<file path="src/hw/eia_pkg.sv">
/*
 * offsets, state-word fields, vectors, access kinds and states of the exception unit.
 * assumes a 32-bit core, bit 0 the lsb of every word.
 */
package eia_pkg;

   ////////////////////////////////////////////////////////////////////////////
   // register byte offsets on the control bus
   localparam int unsigned ADDR_W           = 8;
   localparam logic [7:0]  OFS_MSW          = 8'h00;
   localparam logic [7:0]  OFS_SAVED_PC     = 8'h04;
   localparam logic [7:0]  OFS_SAVED_STATUS = 8'h08;
   localparam logic [7:0]  OFS_FAULT_CAUSE  = 8'h0C;
   localparam logic [7:0]  OFS_FAULT_ADDR   = 8'h10;
   localparam logic [7:0]  OFS_UNIT_STATUS  = 8'h14;

   localparam logic [31:0] MSW_RESET        = 32'h0000_0000;
   localparam logic [31:0] REG_RESET        = 32'h0000_0000;
   localparam logic [1:0]  RESP_OKAY        = 2'h0;
   localparam logic [1:0]  RESP_SLVERR      = 2'h2;

   ////////////////////////////////////////////////////////////////////////////
   // machine state word fields (lsb numbering)
   localparam int unsigned POS_POWER_SAVE    = 18;
   localparam int unsigned POS_ALT_GPR       = 17;
   localparam int unsigned POS_EXC_ENDIAN    = 16;
   localparam int unsigned POS_EXT_IRQ_EN    = 15;
   localparam int unsigned POS_PRIVILEGE     = 14;
   localparam int unsigned POS_FP_AVAIL      = 13;
   localparam int unsigned POS_MCHK_EN       = 12;
   localparam int unsigned POS_FP_MODE_A     = 11;
   localparam int unsigned POS_SINGLE_STEP   = 10;
   localparam int unsigned POS_BRANCH_TRACE  = 9;
   localparam int unsigned POS_FP_MODE_B     = 8;
   localparam int unsigned POS_VEC_BASE_SEL  = 6;
   localparam int unsigned POS_INSN_XLATE    = 5;
   localparam int unsigned POS_DATA_XLATE    = 4;
   localparam int unsigned POS_RECOVERABLE   = 1;
   localparam int unsigned POS_LITTLE_ENDIAN = 0;

   // saved status keeps only the low half of the word
   localparam logic [31:0] SAVED_STATUS_MASK = 32'h0000_FFFF;

   // cause register: register field of the faulting instruction
   localparam int unsigned CAUSE_REG_LSB = 5;
   localparam int unsigned INSN_REG_LSB  = 21;
   localparam int unsigned REG_FIELD_W   = 5;

   ////////////////////////////////////////////////////////////////////////////
   // vectors
   localparam logic [31:0] VEC_BASE_LOW  = 32'h0000_0000;
   localparam logic [31:0] VEC_BASE_HIGH = 32'hFFF0_0000;
   localparam logic [31:0] VEC_OFS_IRQ   = 32'h0000_0500;
   localparam logic [31:0] VEC_OFS_ALIGN = 32'h0000_0600;

   ////////////////////////////////////////////////////////////////////////////
   // kinds of instruction presented for completion
   typedef enum logic [3:0] {
      ACC_NONE, ACC_BYTE, ACC_HALF, ACC_WORD, ACC_DOUBLE,
      ACC_FP_SINGLE, ACC_FP_DOUBLE, ACC_MULTIPLE, ACC_STRING,
      ACC_RESERVE_LOAD, ACC_COND_STORE, ACC_CACHE_ZERO
   } eia_acc_e;

   typedef enum logic [1:0] {
      ST_IDLE, ST_HALT, ST_DRAIN
   } eia_state_e;

endpackage

</file>
<file path="src/hw/eia_align_check.sv">
/*
 * combinational misalignment detector for one instruction presented for completion.
 * assumes kind, address and page attribute are stable and from the core clock domain.
 */
module eia_align_check
   import eia_pkg::*;
#(
   parameter bit HAS_FP = 1'b1
) (
   input  eia_pkg::eia_acc_e kind,
   input  wire logic [31:0]  ea,
   input  wire logic         le_mode,
   input  wire logic         page_wt_ci,
   output logic              fault
);

   function automatic logic word_misaligned(input logic [31:0] a);
      return a[1:0] != 2'h0;
   endfunction

   function automatic logic natural_misaligned(input eia_acc_e k, input logic [31:0] a);
      case (k)
         ACC_HALF:                   return a[0];
         ACC_WORD, ACC_FP_SINGLE,
         ACC_RESERVE_LOAD,
         ACC_COND_STORE:             return word_misaligned(a);
         ACC_DOUBLE, ACC_FP_DOUBLE:  return a[2:0] != 3'h0;
         default:                    return 1'b0;
      endcase
   endfunction

   always_comb begin
      fault = 1'b0;
      if ((kind == ACC_FP_SINGLE || kind == ACC_FP_DOUBLE) && HAS_FP && word_misaligned(ea))
         fault = 1'b1;
      if ((kind == ACC_MULTIPLE || kind == ACC_RESERVE_LOAD || kind == ACC_COND_STORE)
          && word_misaligned(ea))
         fault = 1'b1;
      if (le_mode && natural_misaligned(kind, ea))
         fault = 1'b1;
      if (le_mode && (kind == ACC_MULTIPLE || kind == ACC_STRING))
         fault = 1'b1;
      if (kind == ACC_CACHE_ZERO && page_wt_ci)
         fault = 1'b1;
   end

endmodule

</file>
<file path="src/hw/eia_exc_unit.sv">
/*
 * external interrupt and alignment exception entry, with an axi4-lite slave
 * for the state registers.
 * assumes the pipeline offers each completing instruction on valid/ready,
 * flags its own higher exceptions on other_exc and shows an empty store queue.
 */
// Operation
// - take request only while enable bit set
// - higher-priority exception same cycle wins
// - halt: next completes, rest blocked, stores drain
// - other exceptions first, interrupt postponed
// - saved status: upper cleared, lower copied
// - entry clears most state bits, endian copied
// - no-float variant holds fp bits zero
// - interrupt vector offset 0x500 from base
// - misaligned float access faults
// - misaligned multiple/reserve/conditional access faults
// - misaligned little-endian access faults
// - multiple/string in little-endian always faults
// - cache zero on wt/ci page faults
// - alignment saves faulting instruction address
// - alignment records cause register
// - alignment vector offset 0x600 from base
// - alignment saves effective address
// - register field copied into cause bits
module eia_exc_unit
   import eia_pkg::*;
#(
   parameter bit HAS_FP = 1'b1
) (
   input  wire logic               aclk,
   input  wire logic               aresetn,
   // control bus
   input  wire logic [ADDR_W-1:0]  s_axi_awaddr,
   input  wire logic               s_axi_awvalid,
   output logic                    s_axi_awready,
   input  wire logic [31:0]        s_axi_wdata,
   input  wire logic [3:0]         s_axi_wstrb,
   input  wire logic               s_axi_wvalid,
   output logic                    s_axi_wready,
   output logic [1:0]              s_axi_bresp,
   output logic                    s_axi_bvalid,
   input  wire logic               s_axi_bready,
   input  wire logic [ADDR_W-1:0]  s_axi_araddr,
   input  wire logic               s_axi_arvalid,
   output logic                    s_axi_arready,
   output logic [31:0]             s_axi_rdata,
   output logic [1:0]              s_axi_rresp,
   output logic                    s_axi_rvalid,
   input  wire logic               s_axi_rready,
   // external request pin
   input  wire logic               ext_irq_req_n,
   // pipeline side
   input  wire logic               other_exc,
   input  wire logic               insn_valid,
   output logic                    insn_ready,
   input  wire logic [31:0]        insn_pc,
   input  wire logic [31:0]        insn_next_pc,
   input  wire logic [31:0]        insn_word,
   input  wire logic [31:0]        insn_ea,
   input  eia_pkg::eia_acc_e       insn_kind,
   input  wire logic               insn_page_wt_ci,
   input  wire logic               store_queue_empty,
   output logic                    completion_block,
   output logic                    exc_take,
   output logic                    exc_is_align,
   output logic [31:0]             exc_vector,
   output logic [31:0]             machine_state_word
);

   ////////////////////////////////////////////////////////////////////////////
   // helpers
   // state word as it stands after any exception entry
   function automatic logic [31:0] msw_on_entry(input logic [31:0] m);
      logic [31:0] n;
      n = '0;
      n[POS_MCHK_EN]       = m[POS_MCHK_EN];
      n[POS_VEC_BASE_SEL]  = m[POS_VEC_BASE_SEL];
      n[POS_EXC_ENDIAN]    = m[POS_EXC_ENDIAN];
      n[POS_LITTLE_ENDIAN] = m[POS_EXC_ENDIAN];
      return n;
   endfunction

   function automatic logic [31:0] vector_for(input logic sel, input logic [31:0] ofs);
      return (sel ? VEC_BASE_HIGH : VEC_BASE_LOW) | ofs;
   endfunction

   // software may not set bits the variant lacks
   function automatic logic [31:0] msw_legal(input logic [31:0] m);
      logic [31:0] n;
      n = m;
      if (!HAS_FP) begin
         n[POS_FP_AVAIL]  = 1'b0;
         n[POS_FP_MODE_A] = 1'b0;
         n[POS_FP_MODE_B] = 1'b0;
      end
      return n;
   endfunction

   function automatic logic [31:0] apply_strobe(input logic [31:0] old,
                                                input logic [31:0] wd,
                                                input logic [3:0]  st);
      logic [31:0] r;
      r = old;
      for (int i = 0; i < 4; i++) begin
         if (st[i]) begin
            r[i*8 +: 8] = wd[i*8 +: 8];
         end
      end
      return r;
   endfunction

   ////////////////////////////////////////////////////////////////////////////
   // declarations
   eia_state_e    state_q;
   logic          irq_level;
   logic          irq_seen;
   logic          irq_go;
   logic          align_fault;
   logic          accept;
   logic          take_align;
   logic          take_irq;
   logic [31:0]   next_pc_q;
   logic [31:0]   msw_q;
   logic [31:0]   saved_pc_q;
   logic [31:0]   saved_status_q;
   logic [31:0]   fault_cause_q;
   logic [31:0]   fault_addr_q;
   logic [ADDR_W-1:0] awaddr_q;
   logic          aw_held_q;
   logic [31:0]   wdata_q;
   logic [3:0]    wstrb_q;
   logic          w_held_q;
   logic          wr_fire;
   logic          wr_hit;
   logic          rd_hit;
   logic [31:0]   rd_value;

   ////////////////////////////////////////////////////////////////////////////
   // request pin and detectors
   eia_sync2 #(
      .RESET_VAL (1'b1)
   ) u_irq_sync (
      .aclk     (aclk),
      .aresetn  (aresetn),
      .async_in (ext_irq_req_n),
      .sync_out (irq_level)
   );

   assign irq_seen = !irq_level;
   // a masked request is dropped, not remembered
   assign irq_go   = irq_seen && msw_q[POS_EXT_IRQ_EN] && !other_exc;

   eia_align_check #(
      .HAS_FP (HAS_FP)
   ) u_align (
      .kind       (insn_kind),
      .ea         (insn_ea),
      .le_mode    (msw_q[POS_LITTLE_ENDIAN]),
      .page_wt_ci (insn_page_wt_ci),
      .fault      (align_fault)
   );

   ////////////////////////////////////////////////////////////////////////////
   // completion handshake and halt sequence
   // during the drain nothing further may complete
   assign insn_ready       = (state_q != ST_DRAIN);
   assign completion_block = (state_q != ST_IDLE);
   assign accept           = insn_valid && insn_ready;
   // the pipeline's own exception outranks an alignment fault
   assign take_align       = accept && align_fault && !other_exc;
   assign take_irq         = (state_q == ST_DRAIN) && store_queue_empty;

   always_ff @(posedge aclk) begin
      if (!aresetn) begin
         state_q <= ST_IDLE;
      end else begin
         case (state_q)
            ST_IDLE: begin
               if (irq_go && !take_align) begin
                  state_q <= accept ? ST_DRAIN : ST_HALT;
               end
            end
            ST_HALT: begin
               if (!msw_q[POS_EXT_IRQ_EN]) begin
                  state_q <= ST_IDLE;
               end else if (accept) begin
                  // an excepting instruction postpones the interrupt
                  state_q <= (take_align || other_exc) ? ST_IDLE : ST_DRAIN;
               end
            end
            ST_DRAIN: begin
               if (store_queue_empty) begin
                  state_q <= ST_IDLE;
               end
            end
            default: state_q <= ST_IDLE;
         endcase
      end
   end

   // address of the instruction after the one allowed to complete
   always_ff @(posedge aclk) begin
      if (!aresetn) begin
         next_pc_q <= REG_RESET;
      end else if (accept && state_q != ST_DRAIN) begin
         next_pc_q <= insn_next_pc;
      end
   end

   ////////////////////////////////////////////////////////////////////////////
   // exception entry outputs
   always_ff @(posedge aclk) begin
      if (!aresetn) begin
         exc_take     <= 1'b0;
         exc_is_align <= 1'b0;
         exc_vector   <= REG_RESET;
      end else begin
         exc_take <= take_align || take_irq;
         if (take_align) begin
            exc_is_align <= 1'b1;
            exc_vector   <= vector_for(msw_q[POS_VEC_BASE_SEL], VEC_OFS_ALIGN);
         end else if (take_irq) begin
            exc_is_align <= 1'b0;
            exc_vector   <= vector_for(msw_q[POS_VEC_BASE_SEL], VEC_OFS_IRQ);
         end
      end
   end

   ////////////////////////////////////////////////////////////////////////////
   // architectural state registers; hardware entry wins over a software write
   always_ff @(posedge aclk) begin
      if (!aresetn) begin
         msw_q <= MSW_RESET;
      end else if (take_align || take_irq) begin
         msw_q <= msw_on_entry(msw_q);
      end else if (wr_fire && awaddr_q == OFS_MSW) begin
         msw_q <= msw_legal(apply_strobe(msw_q, wdata_q, wstrb_q));
      end
   end

   always_ff @(posedge aclk) begin
      if (!aresetn) begin
         saved_pc_q <= REG_RESET;
      end else if (take_align) begin
         saved_pc_q <= insn_pc;
      end else if (take_irq) begin
         saved_pc_q <= next_pc_q;
      end else if (wr_fire && awaddr_q == OFS_SAVED_PC) begin
         saved_pc_q <= apply_strobe(saved_pc_q, wdata_q, wstrb_q);
      end
   end

   always_ff @(posedge aclk) begin
      if (!aresetn) begin
         saved_status_q <= REG_RESET;
      end else if (take_align || take_irq) begin
         saved_status_q <= msw_q & SAVED_STATUS_MASK;
      end else if (wr_fire && awaddr_q == OFS_SAVED_STATUS) begin
         saved_status_q <= apply_strobe(saved_status_q, wdata_q, wstrb_q);
      end
   end

   always_ff @(posedge aclk) begin
      if (!aresetn) begin
         fault_cause_q <= REG_RESET;
      end else if (take_align) begin
         fault_cause_q <= '0;
         fault_cause_q[CAUSE_REG_LSB +: REG_FIELD_W] <=
            insn_word[INSN_REG_LSB +: REG_FIELD_W];
      end else if (wr_fire && awaddr_q == OFS_FAULT_CAUSE) begin
         fault_cause_q <= apply_strobe(fault_cause_q, wdata_q, wstrb_q);
      end
   end

   always_ff @(posedge aclk) begin
      if (!aresetn) begin
         fault_addr_q <= REG_RESET;
      end else if (take_align) begin
         fault_addr_q <= insn_ea;
      end else if (wr_fire && awaddr_q == OFS_FAULT_ADDR) begin
         fault_addr_q <= apply_strobe(fault_addr_q, wdata_q, wstrb_q);
      end
   end

   assign machine_state_word = msw_q;

   ////////////////////////////////////////////////////////////////////////////
   // axi4-lite write side: address and data held independently
   assign s_axi_awready = !aw_held_q && !s_axi_bvalid;
   assign s_axi_wready  = !w_held_q && !s_axi_bvalid;
   assign wr_fire       = aw_held_q && w_held_q && !s_axi_bvalid;
   assign wr_hit        = awaddr_q[1:0] == 2'h0 && awaddr_q <= OFS_UNIT_STATUS;

   always_ff @(posedge aclk) begin
      if (!aresetn) begin
         aw_held_q <= 1'b0;
         awaddr_q  <= '0;
      end else if (s_axi_awvalid && s_axi_awready) begin
         aw_held_q <= 1'b1;
         awaddr_q  <= s_axi_awaddr;
      end else if (wr_fire) begin
         aw_held_q <= 1'b0;
      end
   end

   always_ff @(posedge aclk) begin
      if (!aresetn) begin
         w_held_q <= 1'b0;
         wdata_q  <= '0;
         wstrb_q  <= '0;
      end else if (s_axi_wvalid && s_axi_wready) begin
         w_held_q <= 1'b1;
         wdata_q  <= s_axi_wdata;
         wstrb_q  <= s_axi_wstrb;
      end else if (wr_fire) begin
         w_held_q <= 1'b0;
      end
   end

   always_ff @(posedge aclk) begin
      if (!aresetn) begin
         s_axi_bvalid <= 1'b0;
         s_axi_bresp  <= RESP_OKAY;
      end else if (wr_fire) begin
         s_axi_bvalid <= 1'b1;
         s_axi_bresp  <= wr_hit ? RESP_OKAY : RESP_SLVERR;
      end else if (s_axi_bready) begin
         s_axi_bvalid <= 1'b0;
      end
   end

   ////////////////////////////////////////////////////////////////////////////
   // axi4-lite read side
   assign s_axi_arready = !s_axi_rvalid;
   assign rd_hit        = s_axi_araddr[1:0] == 2'h0 && s_axi_araddr <= OFS_UNIT_STATUS;

   always_comb begin
      rd_value = '0;
      case (s_axi_araddr)
         OFS_MSW:          rd_value = msw_q;
         OFS_SAVED_PC:     rd_value = saved_pc_q;
         OFS_SAVED_STATUS: rd_value = saved_status_q;
         OFS_FAULT_CAUSE:  rd_value = fault_cause_q;
         OFS_FAULT_ADDR:   rd_value = fault_addr_q;
         OFS_UNIT_STATUS:  rd_value = {28'h0000000, state_q, irq_go, irq_seen};
         default:          rd_value = '0;
      endcase
   end

   always_ff @(posedge aclk) begin
      if (!aresetn) begin
         s_axi_rvalid <= 1'b0;
         s_axi_rdata  <= '0;
         s_axi_rresp  <= RESP_OKAY;
      end else if (s_axi_arvalid && s_axi_arready) begin
         s_axi_rvalid <= 1'b1;
         s_axi_rdata  <= rd_value;
         s_axi_rresp  <= rd_hit ? RESP_OKAY : RESP_SLVERR;
      end else if (s_axi_rready) begin
         s_axi_rvalid <= 1'b0;
      end
   end

endmodule

</file>
<file path="src/hw/eia_sync2.sv">
/*
 * two-flop level synchroniser for one asynchronous input.
 * assumes the input is a slow level; pulses shorter than one clock may vanish.
 */
module eia_sync2 #(
   parameter logic RESET_VAL = 1'b1
) (
   input  wire logic aclk,
   input  wire logic aresetn,
   input  wire logic async_in,
   output logic      sync_out
);

   logic meta_q;

   always_ff @(posedge aclk) begin
      if (!aresetn) begin
         meta_q   <= RESET_VAL;
         sync_out <= RESET_VAL;
      end else begin
         meta_q   <= async_in;
         sync_out <= meta_q;
      end
   end

endmodule

</file>
<file path="config.mk">
export PLATFORM = sky130hd
export DESIGN_NAME = eia_exc_unit
export DESIGN_NICKNAME = d
export VERILOG_FILES = /design/src/hw/eia_pkg.sv /design/src/hw/eia_align_check.sv /design/src/hw/eia_exc_unit.sv /design/src/hw/eia_sync2.sv
export SDC_FILE = /design/constraint.sdc
export NUM_CORES = 1
export LEC_CHECK = 0
export BUFFER_PORTS_ARGS = -buffer_cell sky130_fd_sc_hd__buf_2
export CORE_MARGIN = 4
export CORE_UTILIZATION = 56
export DETAILED_ROUTE_END_ITERATION = 7
export PLACE_DENSITY = 0.8
export SLEW_MARGIN = 20
export SYNTH_ARGS = -nofsm -noshare
export SYNTH_HDL_FRONTEND = slang
export SYNTH_HIERARCHICAL = 1
export SYNTH_SLANG_ARGS = --single-unit
</file>
<file path="constraint.sdc">
create_clock -name aclk -period 6.35 [get_ports aclk]
set_clock_uncertainty 0.2 [all_clocks]
set_input_delay 0.3175 -clock aclk [delete_from_list [all_inputs] [get_ports aclk]]
set_output_delay 0.3175 -clock aclk [all_outputs]
set_load 0.1 [all_outputs]
</file>
==> out/qor.csv, run 1 <==
metric,value,unit
drv_slew,0,
viasPerCell,6.00,
max_slew_margin,0.261,
grt_usage,0.338,
post_cts_buffers,0,
routedWlPerCell,20.4,µm
p_sw_frac,0.262,
num_vias,12800,
cp_slowest_stage_delay,0.69,ns
die-area,24400,µm²
die_h,156,µm
first_pass_iters,6,
avgSynthCellArea,8.18,µm²
drt_wl_total,43.5,mm
p_int,3.09,mW
power,4.19,mW
clock_path_buffers,3,
finalHoldViolations,0,
clkTransAtPathRegs,0.06,ns
worstPathMaxFanout,44,
overflow,0,
ant_nets,0,
async_flop_share,0,
finalInstanceArea,15900,µm²
io_buffers,258,
cts_made_buffers,30,
drc,0,
cap_violations,0,
cts.htree.levels,1,
p_clk_frac,0.427,
synth_edf_count,0,
cts_tree,yes,
grt_pass1_vias,12200,
core-area,21800,µm²
status,"finished, final reports clean",
fin_setup_tns,0,ns
synth_compound_area_frac,0.223,
dp_cells,1943,
crit_chain,"mux2_4, a311o_1, o211a_1, and3b_1, a21oi_2, buf_4, nand2_2, a21oi_1",
die_w,156,µm
clock-root-buffer,clkbuf_16,
finalSetupViolCount,0,
rsz0062_at_grt,false,
fmaxAchievable,258,MHz
period_needed,3.88,ns
irDropWorstVdd,0.000242,V
start_util,0.566,
syn-instance-count,1507,
drive_above_1_share,0.205,
syn_area,12300,µm²
synth_cell_types,58,
p_per_area,264,nW/µm²
final_common_cell,nand2_1,
yosysSeqAreaShare,0.460,
nets,2025,
grt_max_degree,91,
synth_top_area_frac,0.460,
drtIter0Drc,1348,
max_slew.worst_pin.slew,1.10,ns
synth_fa_ha_area_frac,0,
hp-class,primary input to flip-flop,
critPathCaptureType,flip-flop,
fillerInstances,1682,
synth_flop_cell,dfxtp_1,
p_switching,1.10,mW
post_cts_resized,0,
grt_pass1_wl,66.4,mm
hpwl,27.3,mm
power_frac_seq,0.453,
synth_xor_area_frac,0,
worst_ep_required_time,6.59,ns
arrival,4.12,ns
path_class,flip-flop to flip-flop,
clk_latency,0.54,ns
synthMuxAreaShare,0.0711,
critical-path-slowest-cell,a21oi_2,
rows,54,
synth_top_family_by_area,compound AO/OA/AOI/OAI gates,
final_cells,2134,
place_congestion,0.914,
p_leak,6.54,nW
synth_top_area_cell,dfxtp_1,
placed_cell_area,13500,µm²
area_growth,28.7,%
final_cell_mix,"nand2_1, dfxtp_1, buf_2",
setup.worst_path.start_class,flip-flop,
antenna_found_initial,3,
ioPinCount,305,
p_comb_frac,0.120,
finalCritPeriodShare,0.611,
cts_sinks,283,
synth_warnings,6,
ys_ff_latch,283,
hold_buffers,134,
synth-simple-area-share,0.187,
ys_top_cells_by_area,"dfxtp_1, nand2_1, a21oi_1",
[logic make-up (layout without fill, tap and decap cells)]
logic type,count (synthesis),in the layout
AND/OR/NAND/NOR,534,534
buffers and inverters,142,468
flip-flops,283,283
other,1,22
multiplexers,85,85
AO/OA/AOI/OAI,462,462
[synthesized netlist by cell type, drive strengths merged (9+ instances only)]
| cell type | number |
|---|---|
| a31oi | 32 |
| a21oi | 209 |
| a22oi | 59 |
| o22ai | 17 |
| a221o | 14 |
| buf | 53 |
| nand3 | 16 |
| nor3 | 20 |
| dfxtp | 283 |
| nand2b | 11 |
| mux2i | 68 |
| nor2b | 9 |
| clkbuf | 82 |
| mux2 | 17 |
| nand2 | 378 |
| o2bb2ai | 13 |
| or3 | 18 |
| o21ai | 97 |
| nor2 | 53 |
[per-stage QoR]
step / utilization / worst slack, ns / hold WS [ns]
2_1_floorplan: - / 2.95 / 0.186
3_3_place_gp: 0.620 / 2.60 / 0.202
3_5_place_dp: 0.620 / 2.48 / 0.200
4_1_cts: 0.728 / 2.54 / 0.000818
5_1_grt: 0.729 / 2.26 / 0.0205
6_report: 0.729 / 2.47 / 0.0116
[final timing paths]
kind / from / endpoint / slack (ns) / cells past startpoint
max: machine_state_word[0]$_SDFFE_PN0P_ / saved_status_q[26]$_SDFFE_PP0P_ / 2.47 / 8
min: s_axi_araddr[3] / s_axi_rresp[1]$_SDFFE_PN0P_ / 0.01 / 3
max reg2reg: machine_state_word[0]$_SDFFE_PN0P_ / saved_status_q[26]$_SDFFE_PP0P_ / 2.47 / 8
min reg2reg: u_irq_sync/meta_q$_SDFF_PN1_ / u_irq_sync/sync_out$_SDFF_PN1_ / 0.22 / 1
[per-layer routing]
layer	GRT usage	up-vias	wire length, µm	part of all wire
met5	0	-	0	0
met2	0.546	845	20000	0.46
li1	-	5900	-	-
met3	0.0727	147	4970	0.11
met4	0.133	0	1780	0.041
met1	0.444	5912	16800	0.39
[power groups by stage]
stage / Combinational [mW] / Clock, mW / Sequential (mW)
floorplan: 0.280 / 0 / 1.94
global placement: 0.414 / 0 / 1.93
detailed placement: 0.420 / 0 / 1.93
CTS: 0.486 / 1.79 / 1.89
global route: 0.534 / 1.87 / 1.90
finish: 0.502 / 1.79 / 1.90
[state kept, by name, summed over array words and instances (netlist names), 4 cells and up]
name	flops
saved_pc_q	32
s_axi_rdata	32
saved_status_q	32
machine_state_word	32
exc_vector	4
next_pc_q	32
wdata_q	32
fault_cause_q	32
wstrb_q	4
awaddr_q	8
fault_addr_q	32
[layout make-up]
cell class / count / area [µm²] / area share
Timing Repair Buffer: 407 / 2750 / 0.173
Multi-Input combinational cell: 1100 / 6040 / 0.381
Clock buffer: 40 / 870 / 0.0548
Tap cell: 280 / 350 / 0.0221
Clock inverter: 14 / 156 / 0.00986
Sequential cell: 283 / 5670 / 0.357
Antenna cell: 3 / 7.51 / 0.000473
Inverter: 7 / 26.3 / 0.00166
[worst max-delay path: cells and delay by family, from the launching register on]
family / cells / cell delay (ns)
and+or+nand+nor: 2 / 0.83
DFF: 1 / 0.40
muxes: 1 / 0.30
buffers and inverters: 1 / 0.37
AOI/OAI and AO/OA: 4 / 1.67
No activity file was read; power rests on OpenSTA's default activity.
==> run 2: changes to the inputs <==
ABC_AREA = 1   (was not set)
CORE_UTILIZATION = 49   (was 56)
PLACE_DENSITY = 0.73   (was 0.8)
clock period = 3.3 ns   (was 6.35 ns; I/O delays follow)
==> out/qor.csv, run 2 <==
metric,value,unit,change
synthMuxAreaShare,0,,-0.0711
pre_cts_ws,0.706,ns,-1.77 ns
synthTopCellsByCount,"nand2_1, dfxtp_1, nor2_1",,
synth_top_area_cell,dfxtp_1,,
finalHoldViolations,0,,unchanged
first_pass_iters,6,,unchanged
finalInstanceArea,17800,µm²,+12%
yosysMostFrequentCell,nand2_1,,
drtIter0Drc,1574,,+17%
start_util,0.499,,-0.0677
viasPerCell,5.47,,-8.8%
p_leak,8.37,nW,+28%
min-delay-start,s_axi_awvalid,,
critical_path.top_delay_family,simple AND/OR/NAND/NOR gates,,
drive_above_1_share,0.156,,-0.0490
timing.reg2reg.setup_slack,0.23,ns,-2.24 ns
synth_edf_count,0,,unchanged
async_flop_share,0,,unchanged
cts_made_buffers,30,,unchanged
final_cells,2747,,+29%
syn_area,13400,µm²,+9.1%
drt_wl_total,48.4,mm,+11%
drv_slew,0,,unchanged
clock_path_buffers,3,,unchanged
die_h,174,µm,+11%
synth_cell_types,40,,-31%
worstRegToRegCells,16,,+8
power,8.43,mW,+100%
nets,2581,,+27%
placed_cell_area,14700,µm²,+9.4%
fin_setup_tns,0,ns,unchanged
grt_max_degree,68,,-25%
hp-class,primary input to flip-flop,,
finalCritPeriodShare,0.930,,+0.319
irDropWorstVdd,0.000338,V,+40%
area_growth,32.5,%,
hold_path_depth,3,,unchanged
period_needed,3.07,ns,-0.809 ns
rsz0062_at_grt,false,,
synth_top_family_by_area,simple AND/OR/NAND/NOR gates,,
ioPinCount,305,,unchanged
p_per_area,473,nW/µm²,+79%
max_slew_margin,0.433,,+0.172
worst_ep_required_time,3.55,ns,-3.04 ns
antenna_found_initial,1,,-2
synth_warnings,6,,unchanged
synth_top_area_frac,0.422,,-0.0382
synth_fa_ha_area_frac,0,,unchanged
ant_nets,0,,unchanged
num_vias,15000,,+17%
cts_tree,yes,,
critPathCaptureType,flip-flop,,
setup.worst_path.start_class,flip-flop,,
yosysSeqAreaShare,0.422,,-0.0382
io_buffers,258,,unchanged
synth_flop_cell,dfxtp_1,,
die_w,174,µm,+11%
synth_compound_area_frac,0.181,,-0.0426
timing.final.ws_setup,0.231,ns,-2.24 ns
ys_top_cells_by_area,"dfxtp_1, nand2_1, o21ai_0",,
r2r_end,saved_pc_q[31]$_SDFFE_PN0P_,,
status,"finished, final reports clean",,
grt_pass1_wl,76.4,mm,+15%
final_common_cell,nand2_1,,
ys_ff_latch,283,,unchanged
cap_violations,0,,unchanged
clk_latency,0.56,ns,+0.02 ns
synth_xor_area_frac,0,,unchanged
drc,0,,unchanged
clock-root-buffer,clkbuf_16,,
fmaxAchievable,326,MHz,+26%
place_congestion,0.920,,+0.70%
overflow,0,,unchanged
arrival,3.32,ns,-0.80 ns
synth-simple-area-share,0.289,,+0.103
n_antenna_cell,0,,-3
whs_endpoint,awaddr_q[2]$_SDFFE_PN0P_,,
cts.htree.levels,1,,unchanged
syn-instance-count,1990,,+32%
r2r_start,machine_state_word[0]$_SDFFE_PN0P_,,
cp_slowest_stage_delay,0.57,ns,-0.12 ns
dp_cells,2488,,+28%
core-area,27000,µm²,+24%
max_slew.worst_pin.slew,0.848,ns,-0.253 ns
hpwl,30.4,mm,+11%
final_cell_mix,"nand2_1, dfxtp_1, nor2_1",,
critical-path-slowest-cell,dlygate4sd3_1,,
cts_sinks,283,,unchanged
crit_chain,"o21ai_0, nand2_1, nand2_1, nand2_1, nand2_1, a21oi_2, inv_1, nor2_8, nand2_8, nand2_8, inv_4, o21ai_2, nand2_1, nand2_1, dlygate4sd3_1, nor2_1",,
grt_usage,0.308,,-0.0298
avgSynthCellArea,6.75,µm²,-17%
cp-startpoint,machine_state_word[0]$_SDFFE_PN0P_,,
path_buf_inv,3,,+2
finalSetupViolCount,0,,unchanged
rows,60,,+11%
worstPathMaxFanout,22,,-50%
crit_top_cell,nand2_1,,
path_class,flip-flop to flip-flop,,
routedWlPerCell,17.6,µm,-14%
grt_pass1_vias,14500,,+19%
die-area,30100,µm²,+23%
clkTransAtPathRegs,0.06,ns,about the same
## run 2: changes by cell type after synthesis, moves of 68 or more
cell     previous run  this run
nand3_1            14       176
mux2i_1            68         0
nand2_1           378       452
nor2_1             53       275
inv_1               6       174
o21ai_0            93       207
## run 2: stage by stage
stage	utilization	hold slack, ns
floorplan	-	0.0337
finish	0.660	0.0501
CTS	0.660	0.000390
global route	0.660	0.0995
detailed placement	0.547	0.148
global placement	0.547	0.150
## run 2: logic make-up (layout without fill, tap and decap cells)
group,after synthesis,in the layout
AO/OA/AOI/OAI,442,442
buffers and inverters,331,729
flip-flops,283,283
other,1,19
AND/OR/NAND/NOR,933,933
## run 2: worst max path at each step
stage,endpoint,depth (start not counted)
global placement,fault_cause_q[22]$_SDFFE_PP0P_,13
CTS,saved_pc_q[25]$_SDFFE_PN0P_,18
detailed placement,fault_cause_q[10]$_SDFFE_PP0P_,13
global route,saved_pc_q[25]$_SDFFE_PN0P_,18
floorplan,awaddr_q[5]$_SDFFE_PN0P_,5
finish,saved_pc_q[31]$_SDFFE_PN0P_,16
## run 2: worst min-delay path, delay by kind of cell
family	cells	cell delay (ns)
buffers and inverters	1	0.12
AOI/OAI and AO/OA	1	0.12
and+or+nand+nor	1	0.35
## run 2: repair_timing
action                                 in CTS  in global routing
setup endpoints to repair                   0                  8
gates resized for setup                     0                  3
hold buffers                              206                  0
buffers inserted                            0                  0
endpoints found under the hold margin     154                  0
## run 2: power breakdown
part / switching (mW) / internal, mW / total, mW
clock network: 1.38 / 2.01 / 3.39
logic: 0.876 / 0.485 / 1.36
registers: 0.0991 / 3.58 / 3.68
## run 2: final cells by class
cell class / count / area [µm²]
inverter: 186 / 708
sequential: 283 / 5670
tap: 341 / 427
timing repair buffer: 490 / 3600
fill: 2246 / 9150
clock buffer: 49 / 902
clock inverter: 4 / 85.1
multi-input combinational: 1394 / 6410
## run 2: per-layer routing
metal	routed length, µm	part of all wire	GRT usage
met1	19700	0.41	0.405
met2	22200	0.46	0.510
met4	1880	0.039	0.124
met3	4640	0.096	0.0471
met5	13	0.00027	0
==> run 3: changes to the inputs <==
BUFFER_PORTS_ARGS = not set   (was -buffer_cell sky130_fd_sc_hd__buf_2)
CORE_UTILIZATION = 56   (was 49)
DONT_BUFFER_PORTS = 1   (was not set)
PLACE_DENSITY = 0.71   (was 0.73)
SETUP_SLACK_MARGIN = 0.3   (was not set)
==> out/qor.csv, run 3 (synthesis results as in run 2) <==
metric,value,unit,change
final_common_cell,nand2_1,,
post_cts_buffers,0,,unchanged
fmaxAchievable,363,MHz,+12%
wirelength_met1,19.3,mm,-2.1%
finalCritPeriodShare,0.834,,-0.0962
worst_ep_required_time,3.59,ns,+0.04 ns
final_cells,2490,,-9.4%
drtIter0Drc,1498,,-4.8%
clock_path_buffers,3,,unchanged
status,"finished, final reports clean",,
drc,0,,unchanged
grt_pass1_wl,71.0,mm,-7.1%
max_slew_margin,0.307,,-0.126
core-area,23500,µm²,-13%
wl_met3,5.06,mm,+9.0%
grt_max_degree,169,,+150%
ioPinCount,305,,unchanged
die_h,163,µm,-6.2%
finalHoldViolations,0,,unchanged
period_needed,2.75,ns,-0.317 ns
cts_tree,yes,,
cp_slowest_stage_delay,0.45,ns,-0.12 ns
final_cell_mix,"nand2_1, dfxtp_1, nor2_1",,
top_layer_used,met4,,
hpwl,29.2,mm,-3.9%
drv_slew,0,,unchanged
die_w,163,µm,-6.2%
die-area,26500,µm²,-12%
hp-class,primary input to flip-flop,,
utilization,0.701,,+0.0407
path_class,flip-flop to flip-flop,,
met2WireLength,19.9,mm,-10%
drt_wl_total,45.1,mm,-6.9%
crit_chain,"inv_1, o21bai_1, nand3_1, a21oi_2, inv_1, nor2_8, nand2_8, inv_6, buf_4, nand2_1, nand2_1, inv_1, nand2_1, nand2_1, nor2_1",,
overflow,0,,unchanged
drive_above_1_share,0.0821,,-0.0742
num_vias,13800,,-8.1%
cts_made_buffers,30,,unchanged
dp_cells,2266,,-8.9%
crit_top_cell,nand2_1,,
p_leak,7.36,nW,-12%
irDropWorstVdd,0.000421,V,+24%
clock-root-buffer,clkbuf_16,,
grt_usage,0.329,,+0.0209
grt_pass1_vias,12900,,-12%
cts_sinks,283,,unchanged
nets,2344,,-9.2%
clk_latency,0.56,ns,about the same
max_slew.worst_pin.slew,1.04,ns,+0.190 ns
rsz0062_at_grt,false,,
critPathCaptureType,flip-flop,,
area_growth,22.8,%,
worstPathMaxFanout,46,,+110%
first_pass_iters,6,,unchanged
fin_setup_tns,0,ns,unchanged
setup.worst_path.start_class,flip-flop,,
critical-path-slowest-cell,dfxtp_1,,
finalSetupViolCount,0,,unchanged
clkTransAtPathRegs,0.06,ns,about the same
antenna_found_initial,2,,+1
ant_nets,0,,unchanged
cap_violations,0,,unchanged
viasPerCell,5.55,,+1.4%
place_congestion,0.922,,+0.21%
cts.htree.levels,1,,unchanged
routedWlPerCell,18.1,µm,+2.7%
start_util,0.571,,+0.0722
rows,56,,-6.7%
arrival,3.04,ns,-0.28 ns
io_buffers,0,,-100%
p_per_area,488,nW/µm²,+3.2%
run 3: cell count changes in the layout (fill, tap and decap cells not counted), moves of 2 or more:
cell / delta
clkbuf_8: -6
buf_4: +56
dlygate4sd3_1: -38
diode_2: +2
clkinv_2: +7
buf_2: -257
buf_16: +2
run 3: worst max-delay path: cells and delay by family, from the launching register on:
kind                   cells  cell delay (ns)
buffers and inverters      5             0.92
AOI/OAI and AO/OA          2             0.30
and+or+nand+nor            8             0.80
DFF                        1             0.45
run 3: layout make-up:
| cell class | instances | area, µm² |
|---|---|---|
| multi-input cells | 1394 | 6410 |
| fillers | 2049 | 7030 |
| well taps | 319 | 399 |
| clock inverters | 9 | 81.3 |
| flip-flops and latches | 283 | 5670 |
| diodes | 2 | 5.00 |
| inverters | 186 | 706 |
| repair buffers | 253 | 2410 |
| clock buffers | 44 | 823 |
run 3: what timing repair did:
item                       in CTS  in global routing
hold endpoints to repair      258                  0
resized for setup               0                  1
hold buffers                  169                  0
setup endpoints to repair       0                 27
run 3: routing by layer:
metal,global-route usage,up-vias
met2,0.501,729
met3,0.0666,56
li1,-,6685
met4,0.0740,0
met1,0.483,6347
met5,0,-
run 3: power by group:
group / switching, mW / internal [mW]
combinational: 0.800 / 0.382
clock: 1.38 / 1.80
sequential: 0.126 / 3.58
total: 2.31 / 5.75
run 3: worst paths after layout:
kind                                      startpoint                             end  slack, ns  cells after the start
setup / recovery  machine_state_word[0]$_SDFFE_PN0P_      saved_pc_q[5]$_SDFFE_PN0P_       0.55                     15
setup reg to reg  machine_state_word[0]$_SDFFE_PN0P_      saved_pc_q[5]$_SDFFE_PN0P_       0.55                     15
hold reg to reg         u_irq_sync/meta_q$_SDFF_PN1_  u_irq_sync/sync_out$_SDFF_PN1_       0.22                      2
hold / removal                         ext_irq_req_n    u_irq_sync/meta_q$_SDFF_PN1_       0.02                      3
run 3: per-stage QoR:
step	area, µm²	hold WS, ns	total power, mW	worst slack, ns
floorplan	13500	0.0337	4.52	0.335
global placement	13900	0.0492	4.69	0.570
detailed placement	13900	0.0536	4.71	0.508
CTS	16500	0.00882	8.04	0.467
global route	16500	0.0540	8.36	0.307
finish	16500	0.0244	8.06	0.549
